$ cat config.mk
export PLATFORM = sky130hd
export DESIGN_NAME = prd_decode
export DESIGN_NICKNAME = d
export VERILOG_FILES = /design/src/pkg/prd_pkg.sv /design/src/hdl/prd_decode.sv
export VERILOG_INCLUDE_DIRS = /design/src /design/src/pkg
export SDC_FILE = /design/constraint.sdc
export NUM_CORES = 1
export LEC_CHECK = 0
export BUFFER_PORTS_ARGS = -buffer_cell sky130_fd_sc_hd__buf_4
export CAP_MARGIN = 20
export CORE_ASPECT_RATIO = 0.8
export CORE_MARGIN = 2
export CORE_UTILIZATION = 50
export CTS_CLUSTER_DIAMETER = 40
export CTS_CLUSTER_SIZE = 25
export DETAILED_ROUTE_END_ITERATION = 6
export PLACE_DENSITY = 0.78
export RECOVER_POWER = 50
export REMOVE_ABC_BUFFERS = 1
export SYNTH_ARGS = -nofsm -noshare
export SYNTH_HDL_FRONTEND = slang
export SYNTH_SLANG_ARGS = --single-unit
$ cat constraint.sdc
create_clock -name CLK_SYS -period 4.2 [get_ports CLK_SYS]
set_clock_uncertainty 0.05 [all_clocks]
set_input_delay 0.84 -clock CLK_SYS [delete_from_list [all_inputs] [get_ports CLK_SYS]]
set_output_delay 0.84 -clock CLK_SYS [all_outputs]
set_load 0.01 [all_outputs]
$ cat src/pkg/prd_map.svh
// address map, internal register indices, reset values and part code for the register decoder
// assumes register indices equal the 16-bit local byte address; bus byte address is four times it
`ifndef PRD_MAP_SVH
`define PRD_MAP_SVH
`define PRD_PIM0_LO    16'h0000
`define PRD_PIM0_HI    16'h0009
`define PRD_MMC0_LO    16'h000A
`define PRD_MMC0_HI    16'h000B
`define PRD_PIM1_LO    16'h000C
`define PRD_PIM1_HI    16'h000D
`define PRD_MMC1_LO    16'h0010
`define PRD_MMC1_HI    16'h0017
`define PRD_IDH_IDX    16'h001A
`define PRD_IDL_IDX    16'h001B
`define PRD_PIM2_LO    16'h001C
`define PRD_PIM2_HI    16'h001F
`define PRD_DBG_LO     16'h0020
`define PRD_DBG_HI     16'h002F
`define PRD_CPM0_LO    16'h0034
`define PRD_CPM0_HI    16'h003F
`define PRD_TIM_LO     16'h0040
`define PRD_TIM_HI     16'h006F
`define PRD_ADC_LO     16'h0070
`define PRD_ADC_HI     16'h009F
`define PRD_PWM_LO     16'h00A0
`define PRD_PWM_HI     16'h00C7
`define PRD_SCI0_LO    16'h00C8
`define PRD_SCI0_HI    16'h00CF
`define PRD_SCI1_LO    16'h00D0
`define PRD_SCI1_HI    16'h00D7
`define PRD_SPI_LO     16'h00D8
`define PRD_SPI_HI     16'h00DF
`define PRD_FCTL_LO    16'h0100
`define PRD_FCTL_HI    16'h0113
`define PRD_INT_IDX    16'h0120
`define PRD_HSD_LO     16'h0140
`define PRD_HSD_HI     16'h0147
`define PRD_LSD_LO     16'h0150
`define PRD_LSD_HI     16'h0157
`define PRD_LIN_LO     16'h0160
`define PRD_LIN_HI     16'h0167
`define PRD_SUPPLY_SENSE_BLOCK_LO    16'h0170
`define PRD_SUPPLY_SENSE_BLOCK_HI    16'h0177
`define PRD_PIM3_LO    16'h0240
`define PRD_PIM3_HI    16'h027F
`define PRD_CPM1_LO    16'h02F0
`define PRD_CPM1_HI    16'h02FF
`define PRD_PFL_LO     16'h8000
`define PRD_PFL_HI     16'hBFFF
`define PRD_MODE_IDX   16'h0011
`define PRD_PROGRAM_PAGE_REGISTER_IDX  16'h0015
`define PRD_PULL_IDX   16'h0250
`define PRD_PULL_LAST  16'h0258
`define PRD_PROGRAM_PAGE_REGISTER_RST  4'h0
`define PRD_PULL_RST   45'h000_001F_FE01
`define PRD_PART_ID    16'h5AC3
`endif

$ cat src/pkg/prd_pkg.sv
// types shared by the register decoder: states, module selects, pull control, full state record
// assumes the map header supplies all numbers
package prd_pkg;
    typedef enum logic [5:0] {
        PRD_ST_IDLE  = 6'h01,
        PRD_ST_WACC  = 6'h02,
        PRD_ST_BRESP = 6'h04,
        PRD_ST_RACC  = 6'h08,
        PRD_ST_RWAIT = 6'h10,
        PRD_ST_RRESP = 6'h20
    } prd_state_type;

    // one bit per peripheral; at most one is high
    typedef struct packed {
        logic port_integration_block, mmc, dbg, clock_power_block, tim, adc, pwm, sci0, sci1, spi;
        logic flash_ctl, intr, hsd, lsd, lin, supply_sense_block, pflash;
    } prd_sel_type;

    // per-port pull enable and direction (up=1), port E shares one pull-down enable
    typedef struct packed {
        logic [5:0] ad_en, ad_up, p_en, p_up, s_en, s_up;
        logic [3:0] t_en, t_up;
        logic       e_dn;
    } prd_pull_type;

    typedef struct packed {
        prd_state_type state;
        logic awready, wready, bvalid, arready, rvalid;
        logic aw_have, w_have, addr_ok, wen;
        logic [15:0] addr;
        logic [7:0]  wbyte, rdata;
        prd_sel_type sel;
        logic [15:0] per_addr;
        logic [7:0]  per_wdata;
        logic        per_we, per_re;
        logic [17:0] flash_addr;
        logic [3:0]  program_page_register;
        logic        mode;
        logic [2:0]  rst_sync, dbg_sync;
        logic        rst_filt, dbg_filt, drv_rst, chip_rst_n;
        prd_pull_type pull;
    } prd_regs_type;
endpackage

$ cat src/hdl/prd_decode.sv
// register address decoder: axi4-lite slave fanning byte accesses out to the peripheral selects
// assumes peripherals return read data combinationally while their select is high; one clock
//
// Contract
// - reserved writes change nothing and raise no module select
// - reserved reads answer all-zero data
// - two read-only id bytes, high at 0x001A, low at 0x001B, writes ignored
// - id value is a fixed per-revision constant
// - 0x8000-0xBFFF reaches 256K global space through the program page register
// - port block selected for 0x0000-0009, 000C-000D, 001C-001F, 0240-027F
// - memory map block selected for 0x000A-000B and 0x0010-0017
// - clock power block selected for 0x0034-003F and 0x02F0-02FF
// - timer selected for 0x0040-006F
// - converter selected for 0x0070-009F
// - pwm selected for 0x00A0-00C7
// - first serial port 0x00C8-00CF, second 0x00D0-00D7
// - spi selected for 0x00D8-00DF
// - flash controller registers selected for 0x0100-0113
// - interrupt block only at 0x0120, 0x0121-013F reserved
// - high-side 0x0140-0147, low-side 0x0150-0157, gap reserved
// - lin block 0x0160-0167, supply sense 0x0170-0177, up to 0x023F reserved
// - reset pin low from outside initialises; driven low on internal reset
// - mode pin level latched into mode bit at reset pin rising edge
// - analog, p and t port pulls disabled after reset, per-pin control
// - port e pull-downs share one bit, enabled after reset
// - port s pull-ups enabled after reset, per-pin selectable later
`timescale 1ns/1ps
`include "prd_map.svh"

module prd_decode #(
    parameter logic [15:0] PART_ID = `PRD_PART_ID // arbitrary neutral value
) (
    input  wire logic                 CLK_SYS,
    input  wire logic                 RSTN,
    input  wire logic [31:0]          S_AXI_AWADDR,
    input  wire logic                 S_AXI_AWVALID,
    output logic                      S_AXI_AWREADY,
    input  wire logic [31:0]          S_AXI_WDATA,
    input  wire logic [3:0]           S_AXI_WSTRB,
    input  wire logic                 S_AXI_WVALID,
    output logic                      S_AXI_WREADY,
    output logic [1:0]                S_AXI_BRESP,
    output logic                      S_AXI_BVALID,
    input  wire logic                 S_AXI_BREADY,
    input  wire logic [31:0]          S_AXI_ARADDR,
    input  wire logic                 S_AXI_ARVALID,
    output logic                      S_AXI_ARREADY,
    output logic [31:0]               S_AXI_RDATA,
    output logic [1:0]                S_AXI_RRESP,
    output logic                      S_AXI_RVALID,
    input  wire logic                 S_AXI_RREADY,
    output prd_pkg::prd_sel_type      PERIPH_SEL,
    output logic [15:0]               PERIPH_ADDR,
    output logic [7:0]                PERIPH_WDATA,
    output logic                      PERIPH_WE,
    output logic                      PERIPH_RE,
    input  wire logic [7:0]           PERIPH_RDATA,
    output logic [17:0]               FLASH_ADDR,
    input  wire logic                 RESET_PIN_I,
    output logic                      RESET_PIN_O,
    output logic                      RESET_PIN_OE,
    input  wire logic                 INT_RESET_REQ,
    input  wire logic                 DEBUG_MODE_PIN_I,
    output logic                      MODE_SELECT,
    output logic                      CHIP_RESET_N,
    output prd_pkg::prd_pull_type     PULL
);

    prd_pkg::prd_regs_type q;
    prd_pkg::prd_regs_type d;

    // inclusive range test, shared by every decode line except the single-address interrupt select
    function automatic logic in_rng(input logic [15:0] a, input logic [15:0] lo, input logic [15:0] hi);
        in_rng = (a >= lo) && (a <= hi);
    endfunction

    // address to module select; the ranges do not overlap so one bit at most is set
    function automatic prd_pkg::prd_sel_type decode(input logic [15:0] a, input logic ok);
        prd_pkg::prd_sel_type s;
        s = '0;
        if (ok)
        begin
            s.port_integration_block = in_rng(a, `PRD_PIM0_LO, `PRD_PIM0_HI)
                  | in_rng(a, `PRD_PIM1_LO, `PRD_PIM1_HI)
                  | in_rng(a, `PRD_PIM2_LO, `PRD_PIM2_HI)
                  | in_rng(a, `PRD_PIM3_LO, `PRD_PIM3_HI);
            s.mmc = in_rng(a, `PRD_MMC0_LO, `PRD_MMC0_HI)
                  | in_rng(a, `PRD_MMC1_LO, `PRD_MMC1_HI);
            s.dbg = in_rng(a, `PRD_DBG_LO, `PRD_DBG_HI);
            s.clock_power_block = in_rng(a, `PRD_CPM0_LO, `PRD_CPM0_HI)
                   | in_rng(a, `PRD_CPM1_LO, `PRD_CPM1_HI);
            s.tim = in_rng(a, `PRD_TIM_LO, `PRD_TIM_HI);
            s.adc = in_rng(a, `PRD_ADC_LO, `PRD_ADC_HI);
            s.pwm = in_rng(a, `PRD_PWM_LO, `PRD_PWM_HI);
            s.sci0 = in_rng(a, `PRD_SCI0_LO, `PRD_SCI0_HI);
            s.sci1 = in_rng(a, `PRD_SCI1_LO, `PRD_SCI1_HI);
            s.spi = in_rng(a, `PRD_SPI_LO, `PRD_SPI_HI);
            s.flash_ctl = in_rng(a, `PRD_FCTL_LO, `PRD_FCTL_HI);
            s.intr = (a == `PRD_INT_IDX);
            s.hsd = in_rng(a, `PRD_HSD_LO, `PRD_HSD_HI);
            s.lsd = in_rng(a, `PRD_LSD_LO, `PRD_LSD_HI);
            s.lin = in_rng(a, `PRD_LIN_LO, `PRD_LIN_HI);
            s.supply_sense_block = in_rng(a, `PRD_SUPPLY_SENSE_BLOCK_LO, `PRD_SUPPLY_SENSE_BLOCK_HI);
            s.pflash = in_rng(a, `PRD_PFL_LO, `PRD_PFL_HI);
        end
        // anything not matched above stays all-zero and is handled as reserved
        decode = s;
    endfunction

    // next-state logic for the whole block
    always_comb
    begin
        d = q;

        // three-stage synchronisers; a level counts once stages two and three agree
        d.rst_sync = {q.rst_sync[1:0], RESET_PIN_I};
        d.dbg_sync = {q.dbg_sync[1:0], DEBUG_MODE_PIN_I};
        if (q.dbg_sync[1] == q.dbg_sync[2])
        begin
            d.dbg_filt = q.dbg_sync[2];
        end
        if (q.rst_sync[1] == q.rst_sync[2])
        begin
            d.rst_filt = q.rst_sync[2];
            // release edge of the pin: the mode pin is still held by the outside party
            if (q.rst_sync[2] && !q.rst_filt)
            begin
                d.mode = q.dbg_filt;
            end
        end

        // pin driven low while an internal source asks for reset; outside low resets the chip
        d.drv_rst    = INT_RESET_REQ;
        d.chip_rst_n = q.rst_filt && !INT_RESET_REQ;

        // peripheral strobes last exactly one cycle
        d.sel    = '0;
        d.per_we = 1'b0;
        d.per_re = 1'b0;

        // write address and data are taken independently, in either order
        if (S_AXI_AWVALID && q.awready)
        begin
            d.aw_have = 1'b1;
            d.addr    = S_AXI_AWADDR[17:2];
            d.addr_ok = (S_AXI_AWADDR[31:18] == 14'h0000);
        end
        if (S_AXI_WVALID && q.wready)
        begin
            d.w_have = 1'b1;
            d.wbyte  = S_AXI_WDATA[7:0];
            d.wen    = S_AXI_WSTRB[0];
        end

        unique case (q.state)
            prd_pkg::PRD_ST_IDLE:
            begin
                // a read already accepted by arready wins; otherwise a complete write starts
                if (S_AXI_ARVALID && q.arready)
                begin
                    d.addr    = S_AXI_ARADDR[17:2];
                    d.addr_ok = (S_AXI_ARADDR[31:18] == 14'h0000);
                    d.state   = prd_pkg::PRD_ST_RACC;
                end
                else if (q.aw_have && q.w_have)
                begin
                    d.state = prd_pkg::PRD_ST_WACC;
                end
            end
            prd_pkg::PRD_ST_WACC:
            begin
                // a lane-0 strobe of zero writes nothing anywhere
                if (q.wen)
                begin
                    d.sel       = decode(q.addr, q.addr_ok);
                    d.per_we    = |decode(q.addr, q.addr_ok);
                    d.per_addr  = q.addr;
                    d.per_wdata = q.wbyte;
                    d.flash_addr = {q.program_page_register, q.addr[13:0]};
                    if (q.addr_ok && (q.addr == `PRD_PROGRAM_PAGE_REGISTER_IDX))
                    begin
                        d.program_page_register = q.wbyte[3:0];
                    end
                    if (q.addr_ok)
                    begin
                        unique case (q.addr)
                            `PRD_PULL_IDX + 16'h0000: d.pull.ad_en = q.wbyte[5:0];
                            `PRD_PULL_IDX + 16'h0001: d.pull.ad_up = q.wbyte[5:0];
                            `PRD_PULL_IDX + 16'h0002: d.pull.p_en  = q.wbyte[5:0];
                            `PRD_PULL_IDX + 16'h0003: d.pull.p_up  = q.wbyte[5:0];
                            `PRD_PULL_IDX + 16'h0004: d.pull.s_en  = q.wbyte[5:0];
                            `PRD_PULL_IDX + 16'h0005: d.pull.s_up  = q.wbyte[5:0];
                            `PRD_PULL_IDX + 16'h0006: d.pull.t_en  = q.wbyte[3:0];
                            `PRD_PULL_IDX + 16'h0007: d.pull.t_up  = q.wbyte[3:0];
                            `PRD_PULL_LAST:           d.pull.e_dn  = q.wbyte[0];
                            default:                  d.pull = q.pull; // id bytes land here
                        endcase
                    end
                end
                d.bvalid = 1'b1;
                d.state  = prd_pkg::PRD_ST_BRESP;
            end
            prd_pkg::PRD_ST_BRESP:
            begin
                if (S_AXI_BREADY)
                begin
                    d.bvalid  = 1'b0;
                    d.aw_have = 1'b0;
                    d.w_have  = 1'b0;
                    d.state   = prd_pkg::PRD_ST_IDLE;
                end
            end
            prd_pkg::PRD_ST_RACC:
            begin
                d.sel       = decode(q.addr, q.addr_ok);
                d.per_re    = |decode(q.addr, q.addr_ok);
                d.per_addr  = q.addr;
                d.flash_addr = {q.program_page_register, q.addr[13:0]};
                d.state     = prd_pkg::PRD_ST_RWAIT;
            end
            prd_pkg::PRD_ST_RWAIT:
            begin
                // select is up this cycle; internal registers override the peripheral data
                d.rdata = (|q.sel) ? PERIPH_RDATA : 8'h00;
                if (q.addr_ok)
                begin
                    unique case (q.addr)
                        `PRD_IDH_IDX:             d.rdata = PART_ID[15:8];
                        `PRD_IDL_IDX:             d.rdata = PART_ID[7:0];
                        `PRD_MODE_IDX:            d.rdata = {7'h00, q.mode};
                        `PRD_PROGRAM_PAGE_REGISTER_IDX:           d.rdata = {4'h0, q.program_page_register};
                        `PRD_PULL_IDX + 16'h0000: d.rdata = {2'h0, q.pull.ad_en};
                        `PRD_PULL_IDX + 16'h0001: d.rdata = {2'h0, q.pull.ad_up};
                        `PRD_PULL_IDX + 16'h0002: d.rdata = {2'h0, q.pull.p_en};
                        `PRD_PULL_IDX + 16'h0003: d.rdata = {2'h0, q.pull.p_up};
                        `PRD_PULL_IDX + 16'h0004: d.rdata = {2'h0, q.pull.s_en};
                        `PRD_PULL_IDX + 16'h0005: d.rdata = {2'h0, q.pull.s_up};
                        `PRD_PULL_IDX + 16'h0006: d.rdata = {4'h0, q.pull.t_en};
                        `PRD_PULL_IDX + 16'h0007: d.rdata = {4'h0, q.pull.t_up};
                        `PRD_PULL_LAST:           d.rdata = {7'h00, q.pull.e_dn};
                        default:                  d.rdata = d.rdata;
                    endcase
                end
                d.rvalid = 1'b1;
                d.state  = prd_pkg::PRD_ST_RRESP;
            end
            prd_pkg::PRD_ST_RRESP:
            begin
                if (S_AXI_RREADY)
                begin
                    d.rvalid = 1'b0;
                    d.state  = prd_pkg::PRD_ST_IDLE;
                end
            end
        endcase

        // an outside reset pulse puts the program page register and the pull controls back to their defaults
        if (!q.rst_filt)
        begin
            d.program_page_register = `PRD_PROGRAM_PAGE_REGISTER_RST;
            d.pull  = `PRD_PULL_RST;
        end

        // readies are registered, so derive them from the next state
        d.awready = !d.aw_have;
        d.wready  = !d.w_have;
        d.arready = (d.state == prd_pkg::PRD_ST_IDLE) && !(d.aw_have && d.w_have);
    end

    // single state register; reset values are constants only
    always_ff @(posedge CLK_SYS or negedge RSTN)
    begin
        if (!RSTN)
        begin
            q          <= '0;
            q.state    <= prd_pkg::PRD_ST_IDLE;
            q.awready  <= 1'b1;
            q.wready   <= 1'b1;
            q.arready  <= 1'b1;
            q.program_page_register    <= `PRD_PROGRAM_PAGE_REGISTER_RST;
            q.pull     <= `PRD_PULL_RST;
            q.rst_sync <= 3'h7;
            q.dbg_sync <= 3'h7;
            q.rst_filt <= 1'b1;
            q.dbg_filt <= 1'b1;
            q.mode     <= 1'b1;
        end
        else
        begin
            q <= d;
        end
    end

    // outputs straight from the state record; responses are always okay
    assign S_AXI_AWREADY = q.awready;
    assign S_AXI_WREADY  = q.wready;
    assign S_AXI_BVALID  = q.bvalid;
    assign S_AXI_BRESP   = 2'h0;
    assign S_AXI_ARREADY = q.arready;
    assign S_AXI_RVALID  = q.rvalid;
    assign S_AXI_RRESP   = 2'h0;
    assign S_AXI_RDATA   = {24'h00_0000, q.rdata};
    assign PERIPH_SEL    = q.sel;
    assign PERIPH_ADDR   = q.per_addr;
    assign PERIPH_WDATA  = q.per_wdata;
    assign PERIPH_WE     = q.per_we;
    assign PERIPH_RE     = q.per_re;
    assign FLASH_ADDR    = q.flash_addr;
    assign RESET_PIN_O   = 1'b0;          // only ever pulls low
    assign RESET_PIN_OE  = q.drv_rst;
    assign MODE_SELECT   = q.mode;
    assign CHIP_RESET_N  = q.chip_rst_n;
    assign PULL          = q.pull;

endmodule // prd_decode

# After elaboration in Yosys (flattened, before gate mapping)
# Cells that the tools add are included.
# W data, S select, Z words.
dict set report totals {
  ff_bits 168
  inputBits 118
  out_inout_bits 151
}
dict set report classes {
  magnitude_cmp 42
  n_eq_ne 39
  n_mux 48
  bitwise_logic 5
  reduce_logical 58
}
# cell n
set op_table {}
lappend op_table {{$mux W45} 4}
lappend op_table {{$eq A16 B10 Y1 const B} 9}
lappend op_table {{$pmux W8 S13} 1}
lappend op_table {{$ge A16 B9 Y1 const B} 5}
lappend op_table {{$le A16 B8 Y1 const B} 5}
lappend op_table {{$le A16 B9 Y1 const B} 5}
lappend op_table {{$mux W17} 4}
lappend op_table {{$pmux W33 S2} 1}
lappend op_table {{$eq A16 B5 Y1 const B} 4}
lappend op_table {{$ge A16 B8 Y1 const B} 4}
lappend op_table {{$mux W6} 10}
lappend op_table {{$reduce_or A17 Y1} 3}
lappend op_table {{$le A16 B4 Y1 const B} 3}
lappend op_table {{$mux W16} 3}
lappend op_table {{$mux W42} 1}
lappend op_table {{$pmux W18 S2} 1}
lappend op_table {{$pmux W6 S6} 1}
lappend op_table {{$reduce_and A4 Y1} 9}
lappend op_table {{$ge A16 B10 Y1 const B} 2}
lappend op_table {{$ge A16 B4 Y1 const B} 2}
lappend op_table {{$ge A16 B5 Y1 const B} 2}
lappend op_table {{$ge A16 B6 Y1 const B} 2}
lappend op_table {{$ge A16 B7 Y1 const B} 2}
lappend op_table {{$le A16 B10 Y1 const B} 2}
lappend op_table {{other kinds (29)} 107}

# Depth between registers and ports, before layout
# Gate-level depths: netlist of run 1.
dict set report logic_depth {
  ltp_word 11
  depth_mapped 9
  mapped_depth_nobuf 6
}

# Worst setup path before layout of run 1
# OpenSTA, ideal clock, no wires.
dict set report synth_path {
  kind {reg-to-reg}
  from {register q[167] (netlist bit)}
  to {register q (netlist bit PULL[27])}
  setup_ps 120
  t_arrival_ps 2700
  required_time_ps 4030
  setup_slack_ps 1330
  stages_incl_launch_ff 9
  cell_sequence {dfrtp_1 > buf_6 > or4_4 > or4_4 > buf_6 > or4_4 > nor3b_4 > mux2i_1 > nor2b_1}
}
dict set report synth_between {
  elab_chain_cells 3
}
# item line
set synth_lines {}
lappend synth_lines {{start, declared} prd_decode.sv:69} ;# prd_pkg::prd_regs_type q;
lappend synth_lines {{$eq A6 B2 Y1} prd_decode.sv:155} ;# unique case (q.state)
lappend synth_lines {{$ne A2 B1 Y1 (no line)} n/a}
lappend synth_lines {{$reduce_and A4 Y1 (no line)} n/a}
# Every way passes these cells.
# A chain may end at the register's enable or synchronous reset.

# Final worst setup path of run 1
dict set report layout_path {
  from {register q[165] (netlist bit)}
  to {register q (netlist bit PULL[29])}
}
# Same word-level chain as after synthesis.

==> results.md, run 1 <==
- Outcome: finished with violations
- Failing checks: capacitance limit, slew limit
- Final net count: 1104
- Reg2reg start: q[165]
- WHS: 312 ps
- Post-Syn Area: 8990 sq um
- Die width: 154 um
- Unrepaired setup endpoints after global routing: false
- Max_slew headroom: -29.8%
- Worst vdd ir: 310 uV
- Flop2flop setup slack: 950 ps
- Mux cell area share after synthesis: 11.8%
- DR pass1 iterations: 5
- CTS clk-pin slew, worst paths: 60 ps
- Ys Warns: 0
- Multi-input gate area in the final layout: 3550 sq um
- Die area: 19100 sq um
- Vias per cell: 5.52
- Largest net degree at the start of global routing: 90
- Starting Density: 51.4%
- CTS buffer count: 17
- Routed WL per cell: 18.4 um
- Largest family of logic cells by synthesized area: simple AND/OR/NAND/NOR gates
- Yosys top cell area share: 39.5%
- Initial antenna violation count: 0
- Share of layout cells above drive strength 1: 28.6%
- Main area contributors after synthesis: dfrtp_1 (40%), buf_4 (12%), dfstp_2 (7.6%)
- Largest area contributor in the netlist: dfrtp_1
- Ys flop type: dfrtp_1
- WL final: 22600 um
- Clock buffer depth: 2
- Period utilization: 77.4%
- CTS Sinks: 168
- Commonest non-fill, non-tap cell in the layout: buf_4
- TNS Setup: 0 ps
- R2r worst-path depth: 6
- Number of flops mapped to enable cells by yosys: 0
- Cts hold-fix bufs: 0
- Startpoint Class: flip-flop
- Overall power: 6.04 mW
- Async set-reset flop share out of synthesis: 100%
- XOR/XNOR share of the synthesized area: 0.0974%
- Core Util, Final: 58.8%
- Fin crit period: 3250 ps
- FMAX: 308 MHz
- Root Driver: clkbuf_16
- Congestion Overflow GR: 0
- Compound-gate portion of the synthesized area: 6.61%
- Worst path arrival time: 3510 ps
- Filler cells: 1519
- Clock Latency Late Sink: 430 ps
- Leakage: 4.86 nW
- Grt peak-use layer: met2
- Crit Path Class: reg2reg
- Number of global-route vias before repair: 6273
- Commonest cells after routing, fill and taps aside: buf_4 (181), nand2_1 (156), dfrtp_1 (142)
- Post-Synth Simple-Gate Area: 19.6%
- Maxcap violations: 2
- Routed vias: 6751
- Ports: 269
- Total core area: 17500 sq um
- Min-Delay Startpoint: d[53]
- Synthesized flop and latch total: 168
- Unique masters post-synth: 64
- Syn avg cell area: 9.96 sq um
- Slew @ Worst Pin: 1950 ps
- CTS tree: done
- Crit Path Max Fanout: 15
- Layout area overhead: 14.3%
- Diodes inserted: 0
- Area share of fa/ha/maj cells after synthesis: 0.111%
- DRT antenna net count: 0
- Routability Congestion: 0.913
- CP Capture Type: flip-flop
- Post-detail-place hpwl: 16000 um
- Met3 GRT Util: 5.88%
- Mapped Cells: 903
- Die Ht: 124 um
- Max Slew Vio Count: 135
- Hold worst-path end: d[54]
- DRC Markers: 0
- Violation count after the first detailed-route iteration: 545
- Hold Crit Depth: 0
- Rows: 43
- Final setup vio count: 0
- CTS-repair resized insts: 0
- GRT Total Usage: 23.6%
- R2R Path End: PULL[29]
- First-pass GRT wire length: 34700 um
- IO buf count: 208
- GR Util met1: 34.2%
- Min-delay worst type: reg2reg
- Critical Path RT: 4460 ps
- Setup Buffers After CTS: 0
- Seq/Total Area, Yosys: 47.1%
- PwrDens: 587 nW/um^2
- Depth of the CTS H-tree: 4
- Final hold violation count: 0
- GR Layer Usage met2: 36.0%
- FF+latch area: 4240 sq um
[sequential cells by signal, summed over array words and instances, names as in the netlist, 4 cells and up]
name,flops
PERIPH_SEL,17
S_AXI_RDATA,8
PULL,45
q,42
PERIPH_ADDR,16
FLASH_ADDR,18
d,4
PERIPH_WDATA,8
[cells by family (layout without fill, tap and decap cells)]
family          count (synthesis)  after routing
compound gates                 91             91
other cells                     1             29
mux                            94             94
flops                         168            168
xor+xnor                        1              1
simple gates                  341            341
buf+inv                       206            274
fa+ha+maj                       1              1
[cell usage after synthesis (4+ instances only)]
cell type,number
nor4_1,16
mux2i_1,64
nor2_1,28
and2_1,7
nor3_1,18
nand3_1,11
buf_2,5
nor4bb_1,7
mux4_2,7
nor2b_1,44
a21oi_1,12
nand2_1,156
buf_1,5
or4_1,4
o21ai_0,40
buf_4,141
or4_4,4
dfstp_2,26
clkbuf_1,35
and3_1,6
inv_1,18
nand4_1,15
dfrtp_1,142
mux2_2,23
[report_power, final]
part / internal, mW / leakage [nW] / total (mW) / switching [mW]
clock: 0.873 / 0.286 / 1.54 / 0.663
combinational: 0.853 / 2.46 / 1.90 / 1.05
sequential: 2.04 / 2.12 / 2.60 / 0.561
total: 3.76 / 4.86 / 6.04 / 2.27
[metrics by stage]
step                      instance area, sq um  setup WS, ps  std cells
after floorplan                           7840           357        743
after global placement                    9830          1070       1191
after detailed placement                  9830          1040       1191
after CTS                                10400          1020       1223
after global routing                     10300           434       1224
final                                    10300           948       1224
[worst max path at each step]
stage	slack [ps]	from	cells after the start	to
final	950	q[165]	6	PULL[29]
after global routing	430	RSTN	2	PULL[42]
after CTS	1020	q[164]	6	PULL[29]
after detailed placement	1040	q[164]	6	PULL[28]
after global placement	1070	q[165]	6	PULL[27]
after floorplan	360	q[164]	3	q[137]
[layout make-up]
class	instances	share of cell area (%)
tap	225	2.74
clock inverter	12	1.14
timing repair buffer	224	15.2
sequential	168	41.2
multi-input combinational	557	34.5
inverter	18	0.657
clock buffer	20	4.54
[worst max-delay path, cell delays in order, from the launching register on]
cell	delay, ps
dfrtp_1	440
or4_1	600
or4_4	610
or4_4	610
nor3b_4	500
mux2i_1	250
nor2b_1	60
[metal layers]
| metal | vias to the layer above | part of all wire (%) |
|---|---|---|
| met3 | 21 | 8.4 |
| met4 | 0 | 0.96 |
| li1 | 3090 | - |
| met2 | 325 | 45 |
| met5 | - | 0 |
| met1 | 3315 | 45 |
No activity file was read; power rests on OpenSTA's default activity.
==> run 2: changes to the inputs <==
--- a/config.mk
+++ b/config.mk
@@ -10,11 +10,11 @@
 export CAP_MARGIN = 20
 export CORE_ASPECT_RATIO = 0.8
 export CORE_MARGIN = 2
-export CORE_UTILIZATION = 50
+export CORE_UTILIZATION = 47
 export CTS_CLUSTER_DIAMETER = 40
 export CTS_CLUSTER_SIZE = 25
 export DETAILED_ROUTE_END_ITERATION = 6
-export PLACE_DENSITY = 0.78
+export PLACE_DENSITY = 0.77
 export RECOVER_POWER = 50
 export REMOVE_ABC_BUFFERS = 1
 export SYNTH_ARGS = -nofsm -noshare
==> constraint.sdc (replaced) <==
create_clock -name CLK_SYS -period 2.7 [get_ports CLK_SYS]
set_clock_uncertainty 0.05 [all_clocks]
set_input_delay 0.54 -clock CLK_SYS [delete_from_list [all_inputs] [get_ports CLK_SYS]]
set_output_delay 0.54 -clock CLK_SYS [all_outputs]
set_load 0.01 [all_outputs]
==> results.md, run 2 (synthesis gave the netlist of run 1 again) <==
- Outcome: finished with violations
- Failing checks: capacitance limit, slew limit, setup timing
- Multi-input gate area in the final layout: 3580 sq um (+0.95%)
- Largest net degree at the start of global routing: 60 (-33%)
- DRT antenna net count: 0 (unchanged)
- CTS tree: done
- Crit path from: q[164]
- Worst path slowest cell: or4_4
- Die width: 159 um (+3.1%)
- FMAX: 367 MHz (+19%)
- Cell mode on critical path: or4_4
- Startpoint Class: flip-flop
- CTS Sinks: 168 (unchanged)
- DR pass1 iterations: 5 (unchanged)
- Unrepaired setup endpoints after global routing: true
- Reg2reg start: q[164]
- Clock buffer depth: 2 (unchanged)
- Depth of the CTS H-tree: 4 (unchanged)
- Crit Path Max Fanout: 6 (-9)
- Max_slew headroom: -3.22% (+27 points)
- Leakage: 5.12 nW (+5.3%)
- Cts hold-fix bufs: 0 (unchanged)
- Share of layout cells above drive strength 1: 32.4% (+3.8 points)
- Commonest non-fill, non-tap cell in the layout: buf_4
- Vias per cell: 5.25 (-4.7%)
- Min-Delay Startpoint: RESET_PIN_I
- Layout area overhead: 19.7%
- TNS Setup: -80.5 ps (-80.5 ps)
- Post-detail-place hpwl: 17300 um (+7.8%)
- Max Slew Vio Count: 60 (-56%)
- Violation count after the first detailed-route iteration: 468 (-14%)
- Final setup vio count: 6 (+6)
- Final hold violation count: 0 (unchanged)
- Diodes inserted: 0 (unchanged)
- CTS buffer count: 17 (unchanged)
- Worst-path cell chain: or4_4 > or4_4 > or4_4 > nor3b_4 > buf_12 > mux2i_1 > nor2b_1
- PwrDens: 914 nW/um^2 (+56%)
- WHS: 168 ps (-143 ps)
- Slew @ Worst Pin: 1550 ps (-399 ps)
- First-pass GRT wire length: 36500 um (+5.0%)
- Maxcap violations: 1 (-1)
- Min-delay worst type: in2reg
- Routability Congestion: 0.896 (-1.8%)
- CTS clk-pin slew, worst paths: 70 ps (about the same)
- Number of global-route vias before repair: 6670 (+6.3%)
- IO buf count: 208 (unchanged)
- Filler cells: 1687 (+11%)
- Congestion Overflow GR: 0 (unchanged)
- CP bufs+invs: 1 (+1)
- Crit Path Class: reg2reg
- Cell family with the largest share of critical-path delay: simple AND/OR/NAND/NOR gates
- Worst slack, placed: -71.3 ps (-1110 ps)
- Die Ht: 128 um (+3.0%)
- Number of flip-flops in the largest register: 45 (unchanged)
- Ports: 269 (unchanged)
- Worst vdd ir: 446 uV (+44%)
- Die area: 20300 sq um (+6.2%)
- Total core area: 18900 sq um (+7.9%)
- Worst path arrival time: 2990 ps (-520 ps)
- Rows: 45 (+4.7%)
- Commonest cells after routing, fill and taps aside: buf_4 (222), nand2_1 (156), dfrtp_1 (142)
- Routed WL per cell: 18.0 um (-2.6%)
- Final WS setup: -24.5 ps (-973 ps)
- CP Capture Type: flip-flop
- Starting Density: 47.7% (-3.8 points)
- Period utilization: 101% (+23 points)
- Routed vias: 6851 (+1.5%)
- Initial antenna violation count: 0 (unchanged)
- Critical Path RT: 2970 ps (-1490 ps)
- Fin crit period: 2720 ps (-527 ps)
- Root Driver: clkbuf_16
- Clock Latency Late Sink: 430 ps (about the same)
- WL final: 23400 um (+3.7%)
- FF+latch area: 4240 sq um (unchanged)
- GRT Total Usage: 23.4% (-0.25 points)
- Max incr delay on CP: 550 ps (-60 ps)
- DRC Markers: 0 (unchanged)
- Final net count: 1152 (+4.3%)
## run 2: stage by stage
stage | area [sq um] | power, mW | std cells | util (%)
after floorplan | 7840 | 5.57 | 743 | -
after global placement | 10300 | 7.34 | 1271 | 54.5
after detailed placement | 10300 | 7.44 | 1271 | 54.5
after CTS | 10900 | 9.99 | 1303 | 57.8
after global routing | 10800 | 10.4 | 1304 | 57.1
final | 10800 | 9.84 | 1304 | 57.1
## run 2: worst reg2reg max path, cell delays in order (launching register included)
cell and delay [ps]:
dfrtp_1 380, or4_4 540, or4_4 450, or4_4 550, nor3b_4 240, buf_12 160
mux2i_1 200, nor2b_1 60
## run 2: worst paths after layout
check                                end  slack, ps  cells past startpoint
max in group asynchronous  PERIPH_SEL[6]        390                      2
setup reg to reg                PULL[32]        -20                      7
min in group asynchronous   CHIP_RESET_N        420                      1
hold reg to reg                    d[54]        310                      0
hold / removal                     d[53]        170                      1
setup / recovery                PULL[32]        -20                      7
## run 2: routing by layer
| metal | up-vias | wire length [um] | global-route usage (%) | part of all wire (%) |
|---|---|---|---|---|
| met4 | 0 | 323 | 5.51 | 1.4 |
| met2 | 245 | 10800 | 36.3 | 46 |
| met1 | 3387 | 10700 | 33.2 | 46 |
| li1 | 3195 | - | - | - |
| met3 | 24 | 1570 | 5.71 | 6.7 |
| met5 | - | 0 | 0 | 0 |
## run 2: what timing repair did
item	4_1_cts	5_1_grt
pin swaps	3	2
endpoints found under the setup margin	13	18
setup buffers	1	1
gates resized for setup	2	7
hold endpoints to repair	0	0
## run 2: where the power goes
| part | leakage (nW) | total (mW) | switching, mW | internal [mW] |
|---|---|---|---|---|
| clock | 0.297 | 2.52 | 1.03 | 1.49 |
| sequential | 2.12 | 3.83 | 0.656 | 3.17 |
| combinational | 2.71 | 3.49 | 1.92 | 1.57 |
| total | 5.12 | 9.84 | 3.61 | 6.23 |
## run 2: final cells by class
class / count / share of cell area (%)
timing repair buffer: 272 / 18.1
clock buffer: 18 / 4.08
clock inverter: 13 / 1.58
inverter: 18 / 0.627
multi-input combinational: 557 / 33.3
tap: 258 / 3.00
sequential: 168 / 39.3
==> run 3: changes to the inputs <==
--- a/config.mk
+++ b/config.mk
@@ -6,15 +6,16 @@
 export SDC_FILE = /design/constraint.sdc
 export NUM_CORES = 1
 export LEC_CHECK = 0
+export ABC_AREA = 1
 export BUFFER_PORTS_ARGS = -buffer_cell sky130_fd_sc_hd__buf_4
 export CAP_MARGIN = 20
 export CORE_ASPECT_RATIO = 0.8
-export CORE_MARGIN = 2
-export CORE_UTILIZATION = 47
+export CORE_MARGIN = 4
+export CORE_UTILIZATION = 48
 export CTS_CLUSTER_DIAMETER = 40
 export CTS_CLUSTER_SIZE = 25
 export DETAILED_ROUTE_END_ITERATION = 6
-export PLACE_DENSITY = 0.77
+export PLACE_DENSITY = 0.78
 export RECOVER_POWER = 50
 export REMOVE_ABC_BUFFERS = 1
 export SYNTH_ARGS = -nofsm -noshare
==> results.md, run 3 <==
- Outcome: finished, final reports clean
- Ys Warns: 0 (unchanged)
- FMAX: 408 MHz (+11%)
- Final setup vio count: 0 (-6)
- Fin crit period: 2450 ps (-272 ps)
- Seq/Total Area, Yosys: 45.7% (-1.4 points)
- Routed WL per cell: 16.6 um (-7.5%)
- CTS buffer count: 17 (unchanged)
- Crit Path Max Fanout: 16 (+10)
- Total core area: 19000 sq um (+0.60%)
- Number of flip-flops in the largest register: 45 (unchanged)
- Largest net degree at the start of global routing: 53 (-12%)
- PwrDens: 973 nW/um^2 (+6.5%)
- Worst vdd ir: 470 uV (+5.4%)
- Core Util, Final: 55.8% (-1.3 points)
- Synthesized flop and latch total: 168 (unchanged)
- DRT antenna net count: 0 (unchanged)
- Routed vias: 7907 (+15%)
- Crit Path Class: reg2reg
- Initial antenna violation count: 0 (unchanged)
- Unrepaired setup endpoints after global routing: false
- Rows: 45 (unchanged)
- Unique masters post-synth: 39 (-39%)
- CTS clk-pin slew, worst paths: 70 ps (about the same)
- Max_slew headroom: 14.7% (+18 points)
- Critical Path RT: 2930 ps (-40 ps)
- Post-Syn Area: 9260 sq um (+3.0%)
- Starting Density: 48.8% (+1.1 points)
- CTS Sinks: 168 (unchanged)
- Commonest non-fill, non-tap cell in the layout: nand2_1
- Layout area overhead: 14.3%
- CP Capture Type: flip-flop
- DR pass1 iterations: 7 (+2)
- Diodes inserted: 0 (unchanged)
- Depth of the CTS H-tree: 4 (unchanged)
- CTS-repair resized insts: 0 (-2)
- Ports: 269 (unchanged)
- Share of layout cells above drive strength 1: 23.0% (-9.4 points)
- Die Ht: 132 um (+3.5%)
- Number of flops mapped to enable cells by yosys: 0 (unchanged)
- Congestion Overflow GR: 0 (unchanged)
- Final WS setup: 247 ps (+272 ps)
- IO buf count: 208 (unchanged)
- Slew @ Worst Pin: 1280 ps (-269 ps)
- Min-delay worst type: in2reg
- DRC Markers: 0 (unchanged)
- Main area contributors after synthesis: dfrtp_1 (38%), nand2_1 (13%), buf_4 (12%)
- Clock buffer depth: 2 (unchanged)
- Final net count: 1395 (+21%)
- Cts hold-fix bufs: 0 (unchanged)
- GRT Total Usage: 23.7% (+0.33 points)
- Routability Congestion: 0.930 (+3.8%)
- Ys flop type: dfrtp_1
- Die area: 21600 sq um (+6.6%)
- Max Slew Vio Count: 0 (-100%)
- TNS Setup: 0 ps (+80.5 ps)
- Setup Buffers After CTS: 0 (-1)
- Commonest cells after routing, fill and taps aside: nand2_1 (309), buf_4 (190), nor2_1 (155)
- Post-detail-place hpwl: 19500 um (+13%)
- Maxcap violations: 0 (-1)
- Most frequent cell after synthesis: nand2_1
- CTS tree: done
- Async set-reset flop share out of synthesis: 100% (unchanged)
- Violation count after the first detailed-route iteration: 743 (+59%)
- Clock Latency Late Sink: 430 ps (about the same)
- Largest area contributor in the netlist: dfrtp_1
- Final hold violation count: 0 (unchanged)
- Worst slack, placed: 395 ps (+467 ps)
- Startpoint Class: flip-flop
- Yosys top cell area share: 38.4% (-1.1 points)
- Period utilization: 90.8% (-10 points)
- Worst path arrival time: 2680 ps (-310 ps)
- Number of global-route vias before repair: 7626 (+14%)
- Die width: 163 um (+2.9%)
- Mapped Cells: 1180 (+31%)
- Root Driver: clkbuf_16
- Leakage: 5.42 nW (+5.8%)
- First-pass GRT wire length: 40900 um (+12%)
- Vias per cell: 5.11 (-2.8%)
- Most common library cells after synthesis: nand2_1 (309), nor2_1 (154), buf_4 (150)
- WL final: 25700 um (+9.8%)
- Syn avg cell area: 7.85 sq um (-21%)
==> run 3: through the flow <==
| step | power, mW | instances | hold WS (ps) | instance area (sq um) |
|---|---|---|---|---|
| floorplan | 6.07 | 1031 | 194 | 8100 |
| global placement | 7.92 | 1516 | 296 | 10200 |
| detailed placement | 8.02 | 1516 | 297 | 10200 |
| CTS | 10.4 | 1548 | 24.1 | 10700 |
| global route | 11.0 | 1548 | 160 | 10600 |
| finish | 10.3 | 1548 | 170 | 10600 |
==> run 3: cell families (layout without fill, tap and decap cells) <==
kind of cell | count (synthesis) | after routing | share of synthesized area [%]
buffers and inverters | 273 | 355 | 17.5
other | 1 | 29 | 0.0405
AOI/OAI and AO/OA | 126 | 126 | 7.43
DFF | 168 | 168 | 45.7
and+or+nand+nor | 607 | 607 | 28.7
muxes | 3 | 3 | 0.351
adders and majority gates | 2 | 2 | 0.216
==> run 3: cell type report <==
class | count | area [sq um]
clock buffer | 21 | 450
clock inverter | 11 | 120
fill | 1770 | 8380
inverter | 96 | 360
multi-input combinational | 767 | 3500
sequential | 168 | 4240
tap | 258 | 323
timing repair buffer | 227 | 1600
==> run 3: metal layers <==
layer | vias to the layer above | GRT usage (%) | part of all wire (%) | wire length, um
li1 | 3792 | - | - | -
met1 | 3762 | 35.5 | 46 | 11800
met2 | 328 | 35.1 | 44 | 11400
met3 | 25 | 6.10 | 8.8 | 2270
met4 | 0 | 4.66 | 1.0 | 256
met5 | - | 0 | 0 | 0
==> run 3: final timing paths <==
check,start,end,slack (ps),cells past startpoint
worst max-delay path,q[48],PULL[8],250,3
max in group asynchronous,RSTN,q[163],520,2
worst min-delay path,RESET_PIN_I,d[53],170,1
worst max register to register,q[48],PULL[8],250,3
min in group asynchronous,RSTN,FLASH_ADDR[8],340,1
worst min register to register,d[53],d[54],300,0
==> run 3: report_power, final <==
group	switching [mW]	total [mW]	internal (mW)
registers	0.786	4.16	3.38
logic	2.33	3.74	1.41
clock network	1.01	2.40	1.39
==> run 3: critical path, stage by stage (launching register included) <==
cell and delay (ps):
dfstp_1 940, clkinv_1 500, a31oi_1 610, o21ai_0 180
